===== config.mk =====
export PLATFORM = sky130hd
export DESIGN_NAME = dmd_decoder
export DESIGN_NICKNAME = d
export VERILOG_FILES = /design/src/logic/dmd_pkg.sv /design/src/logic/dmd_decoder.sv
export SDC_FILE = /design/constraint.sdc
export NUM_CORES = 1
export LEC_CHECK = 0
export ABC_AREA = 0
export ABC_CLOCK_PERIOD_IN_PS = 800
export BUFFER_PORTS_ARGS = -buffer_cell sky130_fd_sc_hd__buf_2
export CORE_ASPECT_RATIO = 0.6
export CORE_UTILIZATION = 35
export CTS_CLUSTER_DIAMETER = 50
export DETAILED_ROUTE_END_ITERATION = 7
export HOLD_SLACK_MARGIN = 0.08
export MAX_ROUTING_LAYER = met4
export PLACE_DENSITY = 0.71
export SETUP_SLACK_MARGIN = 0.5
export SYNTH_ARGS = -nofsm -noshare
export SYNTH_HDL_FRONTEND = slang
export SYNTH_SLANG_ARGS = --single-unit

===== constraint.sdc =====
create_clock -name clk_sys_i -period 0.8 [get_ports clk_sys_i]
set_input_delay 0.08 -clock clk_sys_i [delete_from_list [all_inputs] [get_ports clk_sys_i]]
set_output_delay 0.08 -clock clk_sys_i [all_outputs]
set_load 0.005 [all_outputs]

===== src/logic/dmd_pkg.sv =====
// Package with constants and carrier types for the data memory space decoder.
// Notes on behaviour
// - Lowest 32 bytes form four register banks.
// - Status word bits pick the working bank.
// - Next 16 bytes give 128 addressable bits.
// - Bytes 30h to 7fh direct and indirect.
// - Upper 128 RAM bytes indirect access only.
// - Direct upper addresses reach special registers only.
// - Special registers at multiples of 08h bit-addressable.
// - Internal RAM 512, 1024 or 2048 bytes.
// - Auxiliary RAM starts external data space.
// - Auxiliary RAM reached only by external moves.
// - No external memory strobes reach pins.
// - Program and data spaces are separate.
// - Destinations use register, direct or indirect only; the code also passes writes in bit and external-move modes.
// - Table reads add index to base.
package dmd_pkg;
  // Address space limits.
  localparam logic [7:0] DMD_BANK_TOP = 8'h1f;
  localparam logic [7:0] DMD_BIT_BASE = 8'h20;
  localparam logic [7:0] DMD_BIT_TOP = 8'h2f;
  localparam logic [7:0] DMD_UPPER_BASE = 8'h80;
  localparam logic [7:0] DMD_BIT_SFR_BASE = 8'h80;
  localparam int DMD_BANK_BITS = 2;
  localparam int DMD_PSW_BANK_LSB = 3;
  localparam int DMD_AUX_DEFAULT = 1792;
  localparam int DMD_SFR_COUNT = 56;
  localparam logic [7:0] DMD_XDATA_UNDEF = 8'hff;
  // Field widths and positions used by the decode.
  localparam int DMD_REG_SEL_BITS = 3;
  localparam int DMD_BIT_SEL_BITS = 3;
  localparam int DMD_BIT_ROW_LSB = 3;
  localparam int DMD_BIT_ROW_BITS = 4;
  localparam int DMD_UPPER_MSB = 7;
  localparam int DMD_BYTE_BITS = 8;
  localparam int DMD_ADDR_BITS = 16;
  localparam int DMD_MAIN_BYTES = 256;

  // Access modes issued by the core.
  typedef enum logic [2:0] {
    DMD_MODE_REG = 3'b000,
    DMD_MODE_DIRECT = 3'b001,
    DMD_MODE_INDIRECT = 3'b010,
    DMD_MODE_BIT = 3'b011,
    DMD_MODE_XDATA = 3'b100,
    DMD_MODE_CODE = 3'b101
  } dmd_mode_t;

  // Targets that a decoded access may reach.
  typedef enum logic [2:0] {
    DMD_TGT_NONE = 3'b000,
    DMD_TGT_IRAM = 3'b001,
    DMD_TGT_SFR = 3'b010,
    DMD_TGT_AUX = 3'b011,
    DMD_TGT_CODE = 3'b100
  } dmd_tgt_t;

  // One request from the core.
  typedef struct packed {
    logic valid;
    logic write;
    dmd_mode_t mode;
    logic [15:0] addr;
    logic [7:0] index;
    logic [7:0] wdata;
  } dmd_req_t;

  // Decoded routing toward storage.
  typedef struct packed {
    logic valid;
    logic write;
    dmd_tgt_t target;
    logic [15:0] addr;
    logic [2:0] bit_sel;
    logic bit_op;
    logic [7:0] wdata;
  } dmd_route_t;
endpackage


===== src/logic/dmd_decoder.sv =====
// Data memory space decoder that routes core accesses to storage targets.
`timescale 1ns/1ps
`default_nettype none
module dmd_decoder #(
  parameter int AUX_BYTES = dmd_pkg::DMD_AUX_DEFAULT
) (
  input wire logic clk_sys_i,
  input wire logic rst_n_i,
  input wire dmd_pkg::dmd_req_t req_i,
  input wire logic [7:0] psw_i,
  output logic [15:0] code_addr_base_i_unused_o,
  output dmd_pkg::dmd_route_t route_o,
  output logic illegal_o,
  output logic ext_strobes_o
);
  import dmd_pkg::*;

  // ==========================================
  // Local sizes
  // ==========================================
  // Zero fill above the bank field and register number in register mode.
  localparam int REG_FILL = DMD_ADDR_BITS - DMD_BANK_BITS - DMD_REG_SEL_BITS;

  // Zero fill above a byte address inside the wider route address.
  localparam int BYTE_FILL = DMD_ADDR_BITS - DMD_BYTE_BITS;

  // Zero fill above the bit row number when it is added to the bit area base.
  localparam int ROW_FILL = DMD_BYTE_BITS - DMD_BIT_ROW_BITS;

  // Whole internal RAM is the main 256 bytes plus the auxiliary block.
  localparam int IRAM_TOTAL = DMD_MAIN_BYTES + AUX_BYTES;

  // The auxiliary window is what remains of the total once the main bytes are taken.
  // Deriving it this way keeps the external window tied to the RAM that really exists.
  localparam int AUX_LIMIT = IRAM_TOTAL - DMD_MAIN_BYTES;

  // ==========================================
  // Decode helpers
  // ==========================================
  // Extends a byte address into the route address with zeros above it.
  function automatic logic [DMD_ADDR_BITS-1:0] byte_addr(
      input logic [DMD_BYTE_BITS-1:0] b);
    byte_addr = {{BYTE_FILL{1'b0}}, b};
  endfunction

  // Chooses special registers for the upper half and RAM for the lower half.
  // Only direct and bit accesses use this; indirect ones never reach special registers.
  function automatic dmd_tgt_t upper_target(input logic [DMD_BYTE_BITS-1:0] b);
    if (b[DMD_UPPER_MSB]) begin
      upper_target = DMD_TGT_SFR;
    end else begin
      upper_target = DMD_TGT_IRAM;
    end
  endfunction

  // Maps a bit address to the byte that holds the bit.
  // Lower bit addresses fall in the sixteen bytes above the banks; upper ones
  // land on the special registers whose address is a multiple of eight.
  function automatic logic [DMD_BYTE_BITS-1:0] bit_byte(
      input logic [DMD_BYTE_BITS-1:0] b);
    logic [DMD_BIT_ROW_BITS-1:0] row;
    row = b[DMD_BIT_ROW_LSB +: DMD_BIT_ROW_BITS];
    if (b[DMD_UPPER_MSB]) begin
      // Clearing the low bits gives the register at a multiple of eight.
      bit_byte = {b[DMD_BYTE_BITS-1:DMD_BIT_SEL_BITS], {DMD_BIT_SEL_BITS{1'b0}}};
    end else begin
      // Sixteen rows of eight bits above the banks.
      bit_byte = DMD_BIT_BASE + {{ROW_FILL{1'b0}}, row};
    end
  endfunction

  // Forms the RAM byte of a working register from the status word bank field.
  function automatic logic [DMD_ADDR_BITS-1:0] reg_addr(
      input logic [DMD_BYTE_BITS-1:0] processor_status_word,
      input logic [DMD_REG_SEL_BITS-1:0] r);
    // Bank times eight plus register number.
    reg_addr = {{REG_FILL{1'b0}}, processor_status_word[DMD_PSW_BANK_LSB +: DMD_BANK_BITS], r};
  endfunction

  // Adds the index to the base for a table read in program space.
  // The sum wraps at the top of the space, as the core's adder would.
  function automatic logic [DMD_ADDR_BITS-1:0] table_addr(
      input logic [DMD_ADDR_BITS-1:0] base,
      input logic [DMD_BYTE_BITS-1:0] idx);
    table_addr = base + {{BYTE_FILL{1'b0}}, idx};
  endfunction

  // Tells whether an external address lies inside the auxiliary RAM.
  // The compare is done at integer width so a large variant cannot wrap.
  function automatic logic aux_hit(input logic [DMD_ADDR_BITS-1:0] a);
    aux_hit = int'(a) < AUX_LIMIT;
  endfunction

  // ==========================================
  // Combinational decode
  // ==========================================
  dmd_route_t route_next; // Decoded access for the next cycle.
  logic illegal_next; // Refused access: one that reaches no storage, or a write to program space.
  logic [DMD_ADDR_BITS-1:0] code_next; // Program-space table address.

  // Decodes each request to one target; indirect never reaches special registers.
  // Every field starts from a safe value so a new mode cannot leave a latch behind.
  always_comb begin
    route_next = '0;
    illegal_next = 1'b0;
    code_next = '0;
    route_next.valid = req_i.valid;
    route_next.write = req_i.write;
    route_next.wdata = req_i.wdata;
    route_next.addr = req_i.addr;
    case (req_i.mode)
      DMD_MODE_REG: begin
        // Bank from status word plus register number.
        route_next.target = DMD_TGT_IRAM;
        route_next.addr = reg_addr(psw_i, req_i.addr[DMD_REG_SEL_BITS-1:0]);
      end
      DMD_MODE_DIRECT: begin
        // Upper half goes to special registers, lower half to RAM.
        route_next.target = upper_target(req_i.addr[DMD_BYTE_BITS-1:0]);
        route_next.addr = byte_addr(req_i.addr[DMD_BYTE_BITS-1:0]);
      end
      DMD_MODE_INDIRECT: begin
        // Full 256 bytes of RAM, never special registers.
        route_next.target = DMD_TGT_IRAM;
        route_next.addr = byte_addr(req_i.addr[DMD_BYTE_BITS-1:0]);
      end
      DMD_MODE_BIT: begin
        // Single-bit access: the byte that holds the bit and its position.
        route_next.bit_op = 1'b1;
        route_next.bit_sel = req_i.addr[DMD_BIT_SEL_BITS-1:0];
        route_next.target = upper_target(req_i.addr[DMD_BYTE_BITS-1:0]);
        route_next.addr = byte_addr(bit_byte(req_i.addr[DMD_BYTE_BITS-1:0]));
      end
      DMD_MODE_XDATA: begin
        // Only external moves reach the auxiliary RAM; beyond it nothing.
        if (aux_hit(req_i.addr)) begin
          route_next.target = DMD_TGT_AUX;
        end else begin
          // A write here is dropped so no storage changes.
          route_next.target = DMD_TGT_NONE;
          route_next.write = 1'b0;
          illegal_next = req_i.valid;
        end
      end
      DMD_MODE_CODE: begin
        // Table reads add index to base in program space.
        // Program space is never a destination, so a write is refused.
        route_next.write = 1'b0;
        illegal_next = req_i.valid & req_i.write;
        route_next.target = DMD_TGT_CODE;
        code_next = table_addr(req_i.addr, req_i.index);
        route_next.addr = code_next;
      end
      default: begin
        // Unknown modes reach nothing and are flagged.
        route_next.target = DMD_TGT_NONE;
        route_next.write = 1'b0;
        illegal_next = req_i.valid;
      end
    endcase
    // An idle cycle must never carry a write toward storage.
    if (!req_i.valid) begin
      route_next.write = 1'b0;
    end
  end

  // ==========================================
  // Registered outputs
  // ==========================================
  // Routing is registered so every output comes from a flip-flop.
  // The cost is one cycle of latency between request and route.
  always_ff @(posedge clk_sys_i or negedge rst_n_i) begin
    if (!rst_n_i) begin
      route_o <= '0;
    end else begin
      route_o <= route_next;
    end
  end

  // The refusal flag stands for exactly the cycle of the refused route.
  always_ff @(posedge clk_sys_i or negedge rst_n_i) begin
    if (!rst_n_i) begin
      illegal_o <= 1'b0;
    end else begin
      illegal_o <= illegal_next;
    end
  end

  // The table address is zero for every mode but program space, read or refused write.
  always_ff @(posedge clk_sys_i or negedge rst_n_i) begin
    if (!rst_n_i) begin
      code_addr_base_i_unused_o <= '0;
    end else begin
      code_addr_base_i_unused_o <= code_next;
    end
  end

  // ==========================================
  // External bus strobes
  // ==========================================
  // External strobes are never driven; there is no external bus.
  // The output is kept so a pin check can see that it never rises.
  always_ff @(posedge clk_sys_i or negedge rst_n_i) begin
    if (!rst_n_i) begin
      ext_strobes_o <= 1'b0;
    end else begin
      ext_strobes_o <= 1'b0;
    end
  end
endmodule
`default_nettype wire


After elaboration in Yosys (flattened, before gate mapping)
Cells that the tools add are included.

$add $sub $neg: 2. $lt $le $gt $ge: 1. Equality and inequality tests: 5. Multiplexer cells: 12. Bitwise logic cells: 1. Reductions and logical operators: 5.

Operator list (number): $pmux 16 s4 (1); $add 16x8->16 (1); $lt 16x11->1 const B (1); $mux 16 (1); $pmux 3 s4 (1); $mux 8 (1); $add 6x4->7 const A (1); $eq 3x2->1 const B (2); $eq 3x3->1 const B (2); $reduce_or 2->1 (3); $mux 2 (2); $mux 4 (1); $reduce_or 4->1 (1); $eq 3x1->1 const B (1); $logic_not 3->1 (1); $mux 1 (3); $pmux 1 s3 (1); $pmux 1 s2 (1); $and 1x1->1 (1).

Flip-flop bits (word level): 50. Input port bits: 47. Output and inout port bits: 51. Word-level logic and storage cells: 35.

Depth between registers and ports, before layout
Gate-level depths: netlist (run 1).

Depth in word-level cells: 4. Gate-level depth with buffers: 7.

Least setup slack after synthesis (run 1)
No wires, ideal clock.

Kind: in2reg. Start: in req_i[8] (netlist bit). End: reg route_o[24] (netlist bit). Data arrival time: 1.669 ns. Required time: 0.721 ns. Setup slack: -0.948 ns. Stages on the path: 7. Path buffers: 0. Path through: ha_1 -> fa_1 -> a21o_1 -> a221oi_2 -> a21oi_1 -> nand3_1 -> mux2i_1.

RTL lines: start, declared (line dmd_decoder.sv:9) `input wire dmd_pkg::dmd_req_t req_i,`; end signal, assigned (line dmd_decoder.sv:176) `route_o <= route_next;`; end, declared (line dmd_decoder.sv:12) `output dmd_pkg::dmd_route_t route_o,`.

==> results of run 1 <==
what timing repair did:
item	4_1_cts	5_1_grt
setup endpoints to repair	91	91
hold endpoints to repair	61	61
buffers inserted	9	5
pin swaps	35	26
resized for setup	60	8
metal layers:
metal,part of all wire,up-vias,GRT usage
li1,-,1117,-
met1,0.49,1129,0.289
met2,0.44,86,0.343
met3,0.062,11,0.0397
met4,0.013,0,0.0753
met5,0,-,-
layout by cell type (no fill, tap or decap), types with 5 or more instances in the layout:
| cell | netlist | final |
|---|---|---|
| buf_6 | 0 | 26 |
| a21oi_2 | 0 | 8 |
| buf_4 | 2 | 66 |
| ha_4 | 0 | 6 |
| nor2_1 | 16 | 11 |
| dfrtp_1 | 50 | 50 |
| nand2b_1 | 6 | 5 |
| xor2_1 | 9 | 9 |
| o21ai_0 | 5 | 5 |
| nand2_1 | 18 | 17 |
| and3_4 | 0 | 7 |
| xnor2_1 | 7 | 6 |
| clkbuf_16 | 0 | 5 |
| o211ai_1 | 5 | 5 |
| buf_2 | 1 | 79 |
cell families after synthesis:
logic type | share of synthesized area
and+or+nand+nor | 0.160
AOI/OAI and AO/OA | 0.161
DFF | 0.528
xor gates and xnor gates | 0.0591
buffers and inverters | 0.0227
adders and majority gates | 0.0507
muxes | 0.0174
other | 0.00158
path summary, 6_finish.rpt:
| path | from | to | depth (start not counted) |
|---|---|---|---|
| setup / recovery | req_i[8] | route_o[22] | 8 |
| max in group asynchronous | rst_n_i | route_o[14] | 2 |
| min in group clk_sys_i | req_i[2] | route_o[2] | 1 |
| hold / removal | rst_n_i | code_addr_base_i_unused_o[4] | 2 |
registers in the layout, summed over array words and instances (netlist names):
name and cells:
route_o 33, code_addr_base_i_unused_o 16, illegal_o 1
stage by stage:
stage	hold slack, ns	TNS (ns)	total power, W	instance area, sq um	worst slack, ns
after detailed placement	0.0811	-26.36	0.00416	3640	-1.03
after CTS	-0.214	-17.04	0.00676	4130	-0.658
final	-0.224	-17.71	0.00682	4200	-0.718
after global routing	-0.202	-20.16	0.00711	4200	-0.771
after global placement	0.0821	-25.90	0.00413	3640	-1.02
after floorplan	-0.216	-17.55	0.00344	2630	-0.795
power groups by stage:
stage / clock network [W] / logic [W] / registers, W
detailed placement: 0 / 0.00142 / 0.00275
CTS: 0.00243 / 0.00164 / 0.00270
global route: 0.00255 / 0.00185 / 0.00271
floorplan: 0 / 0.000675 / 0.00277
finish: 0.00240 / 0.00172 / 0.00270
global placement: 0 / 0.00139 / 0.00274
worst max-delay path, cell delays in order:
cell      delay, ns
buf_6          0.10
ha_4           0.16
fa_2           0.36
a21o_1         0.21
a221oi_4       0.35
a21o_4         0.23
or4_4          0.14
nand2_1        0.05
area by class of cell:
cell class | count | area (sq um)
clock inverters | 1 | 30.0
well taps | 84 | 105
clock buffers | 6 | 139
inverters | 2 | 10.0
repair buffers | 176 | 1270
multi-input cells | 154 | 1390
fillers | 475 | 2130
flip-flops and latches | 50 | 1250
==> flow_summary.ini, run 1 <==
[cts]
clock_sinks = 50
path_clk_slew_ns = 0.06
cts_tree = done
cts-root-buf = clkbuf_16
cts_buffers = 5
cts_htree_levels = 2
clockBufferDepth = 2

[cells_and_area]
final_core_util = 0.663
syn2layout_area_growth_pct = 77.2
diodes = 0
num-nets-final = 445
finalNonFillerCells = 473
drive_gt1_frac = 0.614

[grt]
grt_pass1_vias = 2346
antenna_found_initial = 0
grt_first_pass_wirelength_microns = 11300
grt.overflow.total = 0
grt_max_degree = 51
track_usage = 0.219

[synth]
avgSynthCellArea_sq_um = 11.0
synthesis.area_sq_um = 2370
synth_ff_type = dfrtp_1
synth.area.top_cells = dfrtp_1 (53%), ha_1 (4.2%), xor2_1 (3.3%)
synth_edf_count = 0
synth_top_area_cell = dfrtp_1
synth_cells = 216
ys_warn_count = 0
synth_cell_types = 50
yosysTopAreaCellShare = 0.528
yosysSeqAreaShare = 0.528
yosysMostFrequentCell = dfrtp_1
netlist_top_cells_count = dfrtp_1 (50), nand2_1 (18), nor2_1 (16)
synthArstFlopShare = 1.00
ys_ff_latch = 50
syn-num-nets = 272

[outcome]
failed_checks = hold timing, setup timing
status = finished, violations left

[timing]
maxSlewViolCount = 0
setup_viol = 81
fmax_mhz = 659
finalCritPeriodShare = 1.90
rsz0062_at_grt = true
hold_viol = 59
setup_ws_ns = -0.718
holdWs_ns = -0.224
period_minus_slack_ns = 1.52

[floorplan]
fp.coreArea_sq_um = 6330
dieArea_sq_um = 7110
rows = 22
initial_core_util = 0.374
die_y_microns = 65.7
ioPinCount = 98
die_w_microns = 108

[flow_run]
maxCapViolCount = 0

[place]
dpl.hpwl_microns = 5370
io_buffers = 90
place_congestion = 0.892
dp_cells = 452

[pwr]
vdd_drop_max_mv = 0.815
switching_share = 0.249
internal_power_w = 0.00512
power.share.clock = 0.352
pwr-share-seq = 0.396
combPwrFrac = 0.252
pwr_density_cell_nw_per_um2 = 1620
leakagePower_nw = 2.12
power_switching_w = 0.00170

[hold_path]
hold_path.class = in2async

[route]
drtPass1Iterations = 4
drc_errors = 0
routedWlPerCell_microns = 15.5
drt_iter0_drc = 110
dr_total_vias = 2343
routed_wl_microns = 7330
ant_nets = 0
vias_per_cell = 4.95

[critical_path]
startpoint_type = primary input
cp_data_arrival_time_ns = 1.68
endpoint_kind = flip-flop
worstPathMaxFanout = 8
crit_type = in2reg
worstPathRequired_ns = 0.96
Power figures use the tool's default switching activity.
==> run 2: changes to the inputs <==
--- a/config.mk
+++ b/config.mk
@@ -5,7 +5,7 @@
 export SDC_FILE = /design/constraint.sdc
 export NUM_CORES = 1
 export LEC_CHECK = 0
-export ABC_AREA = 0
+export ABC_AREA = 1
 export ABC_CLOCK_PERIOD_IN_PS = 800
 export BUFFER_PORTS_ARGS = -buffer_cell sky130_fd_sc_hd__buf_2
 export CORE_ASPECT_RATIO = 0.6
@@ -19,3 +19,4 @@
 export SYNTH_ARGS = -nofsm -noshare
 export SYNTH_HDL_FRONTEND = slang
 export SYNTH_SLANG_ARGS = --single-unit
+export TNS_END_PERCENT = 10
==> constraint.sdc (replaced) <==
create_clock -name clk_sys_i -period 0.8 [get_ports clk_sys_i]
set_input_delay 0.08 -clock clk_sys_i [delete_from_list [all_inputs] [get_ports clk_sys_i]]
set_output_delay 0.08 -clock clk_sys_i [all_outputs]
set_load 0.01 [all_outputs]
==> run 2 against run 1 <==
Against the previous run:
- the run still ends with hold timing, setup timing left
- flip-flop and latch count is the same
- die area up 0.87%
- critical path depth rose by 2
- cell area fell by 10%
- worst setup slack better by 0.29 ns
- clock-buffer cell count did not move
- sequential share of layout area grew 3.3 points
- hold slack worse by 0.015 ns
- cell count grew 8.7%
==> flow_summary.ini, run 2 <==
[synth]
ys_ff_latch = 50
post_synth_mux_area_share = 0
yosysMostFrequentCell = nand2_1
synth_xor_area_frac = 0
synth_top_family_by_area = simple AND/OR/NAND/NOR gates
netlist_top_cells_count = nand2_1 (83), inv_1 (52), dfrtp_1 (50)
ys_warn_count = 0
avgSynthCellArea_sq_um = 8.24
synthAdderAreaFrac = 0.0502
synth.area.top_cells = dfrtp_1 (52%), nand2_1 (13%), inv_1 (8.2%)
synthArstFlopShare = 1.00
yosys.area_share.simple = 0.277
synth_ff_type = dfrtp_1
synth_cell_types = 29
syn-num-nets = 346
synth-compound-area-share = 0.0534
synth_cells = 290
synth_edf_count = 0
yosysTopAreaCellShare = 0.523
yosysSeqAreaShare = 0.523
synthesis.area_sq_um = 2390
synth_top_area_cell = dfrtp_1

[floorplan]
fp.coreArea_sq_um = 6360
dieArea_sq_um = 7180
rows = 22
initial_core_util = 0.376
ioPinCount = 98
die_y_microns = 66.0
die_w_microns = 109

[pwr]
internal_power_w = 0.00458
power.share.clock = 0.349
power_switching_w = 0.00179
p_total_w = 0.00637
leakagePower_nw = 2.22
vdd_drop_max_mv = 0.918
pwr_density_cell_nw_per_um2 = 1680
combPwrFrac = 0.225
switching_share = 0.281
pwr-share-seq = 0.426

[route]
drtPass1Iterations = 4
ant_nets = 0
vias_per_cell = 4.51
drc_errors = 0
drt_iter0_drc = 130
routed_wl_microns = 6660
routedWlPerCell_microns = 13.0
dr_total_vias = 2320

[timing]
holdWs_ns = -0.238
tns_ns = -11.56
setup_ws_ns = -0.428
hold_viol = 59
fmax_mhz = 815
setup_viol = 79
finalCritPeriodShare = 1.53
maxSlewViolCount = 0
rsz0062_at_grt = true
period_minus_slack_ns = 1.23

[cells_and_area]
num-nets-final = 485
largest-register = route_o
largest_register_ff_count = 33
diodes = 0
final_cell_mix = buf_2 (77), nand2_1 (71), inv_1 (51), dfrtp_1 (50), buf_4 (41)
top_regs = route_o x33, code_addr_base_i_unused_o x16, illegal_o x1
drive_gt1_frac = 0.463
syn2layout_area_growth_pct = 58.1
mostFrequentLayoutCell = buf_2

[place]
io_buffers = 90
place_congestion = 0.932
dpl.hpwl_microns = 5070

[outcome]
failed_checks = hold timing, setup timing
status = finished, violations left

[cts]
cts_htree_levels = 2
cts_tree = done
clock_sinks = 50
clockBufferDepth = 2
path_clk_slew_ns = 0.07
cts-root-buf = clkbuf_16
cts_buffers = 5

[grt]
track_usage = 0.204
antenna_found_initial = 0
grt_first_pass_wirelength_microns = 10600
grt.overflow.total = 0
grt_max_degree = 51
grt_pass1_vias = 2246

[critical_path]
cp_data_arrival_time_ns = 1.40
endpoint_kind = flip-flop
worstPathRequired_ns = 0.97
worstPathMaxFanout = 4
startpoint_type = primary input
crit_type = in2reg

[hold_path]
hold_path.class = in2async

[flow_run]
maxCapViolCount = 0
==> run 2: cell types whose count changed in the layout (fill, tap and decap cells not counted), sizes merged, moves of 5 or more <==
cell / before / now
xor2: 9 / 0
nand2b: 6 / 0
buf: 176 / 134
xnor2: 7 / 0
and3: 7 / 0
a21oi: 13 / 8
and2: 6 / 1
a21o: 6 / 0
nand2: 19 / 84
nor2: 16 / 22
inv: 2 / 56
nand3: 5 / 31
==> run 2: final timing paths <==
check | start | cells after the start | end | slack (ns)
setup / recovery | req_i[16] | 10 | route_o[16] | -0.43
min in group clk_sys_i | req_i[7] | 1 | route_o[7] | -0.11
hold / removal | rst_n_i | 2 | route_o[4] | -0.24
max in group asynchronous | rst_n_i | 2 | code_addr_base_i_unused_o[9] | 0.80
==> run 2: area by class of cell <==
cell class,instances,area (sq um)
tap,84,105
inverter,56,213
clock buffer,6,139
fill,556,2580
multi-input combinational,182,1170
clock inverter,2,17.5
timing repair buffer,134,882
sequential,50,1250
==> run 2: through the flow <==
| stage | cell area (sq um) | instances | util | hold slack, ns | setup slack [ns] |
|---|---|---|---|---|---|
| detailed placement | 3280 | 504 | 0.517 | 0.0939 | -0.776 |
| CTS | 3600 | 513 | 0.566 | -0.226 | -0.396 |
| global route | 3780 | 514 | 0.595 | -0.218 | -0.482 |
| global placement | 3280 | 504 | 0.517 | 0.0856 | -0.713 |
| finish | 3780 | 514 | 0.595 | -0.238 | -0.428 |
| floorplan | 2420 | 290 | - | -0.216 | -0.527 |
==> run 2: power by group through the flow <==
stage | clock network, W | registers [W] | logic, W
after detailed placement | 0 | 0.00275 | 0.00118
final | 0.00222 | 0.00271 | 0.00143
after global routing | 0.00240 | 0.00272 | 0.00158
after global placement | 0 | 0.00275 | 0.00116
after CTS | 0.00227 | 0.00271 | 0.00130
after floorplan | 0 | 0.00283 | 0.000461
==> run 2: layer usage <==
layer | vias to the layer above | part of all wire | global-route usage
met3 | 5 | 0.066 | 0.0502
met4 | 0 | 0.0054 | 0.0591
met5 | - | 0 | -
met2 | 64 | 0.42 | 0.293
li1 | 1175 | - | -
met1 | 1076 | 0.50 | 0.285
==> run 2: repair_timing <==
item,in CTS,in global routing
hold endpoints to repair,66,66
setup endpoints to repair,91,91
setup buffers,1,1
gates resized for setup,37,37
pin swaps,20,14
==> run 2: logic make-up (layout without fill, tap and decap cells) <==
kind of cell	after synthesis	in the layout
buffers and inverters	58	198
other	1	1
AO/OA/AOI/OAI	22	22
flip-flops	50	50
AND/OR/NAND/NOR	150	150
adder cells (fa/ha/maj)	9	9
==> run 2: critical path: stages <==
cell	delay (ns)
buf_6	0.10
ha_4	0.16
fa_2	0.37
nand2_2	0.09
nand3_4	0.09
nand2_4	0.09
inv_4	0.05
or2_4	0.23
nand3_4	0.06
o211ai_1	0.08
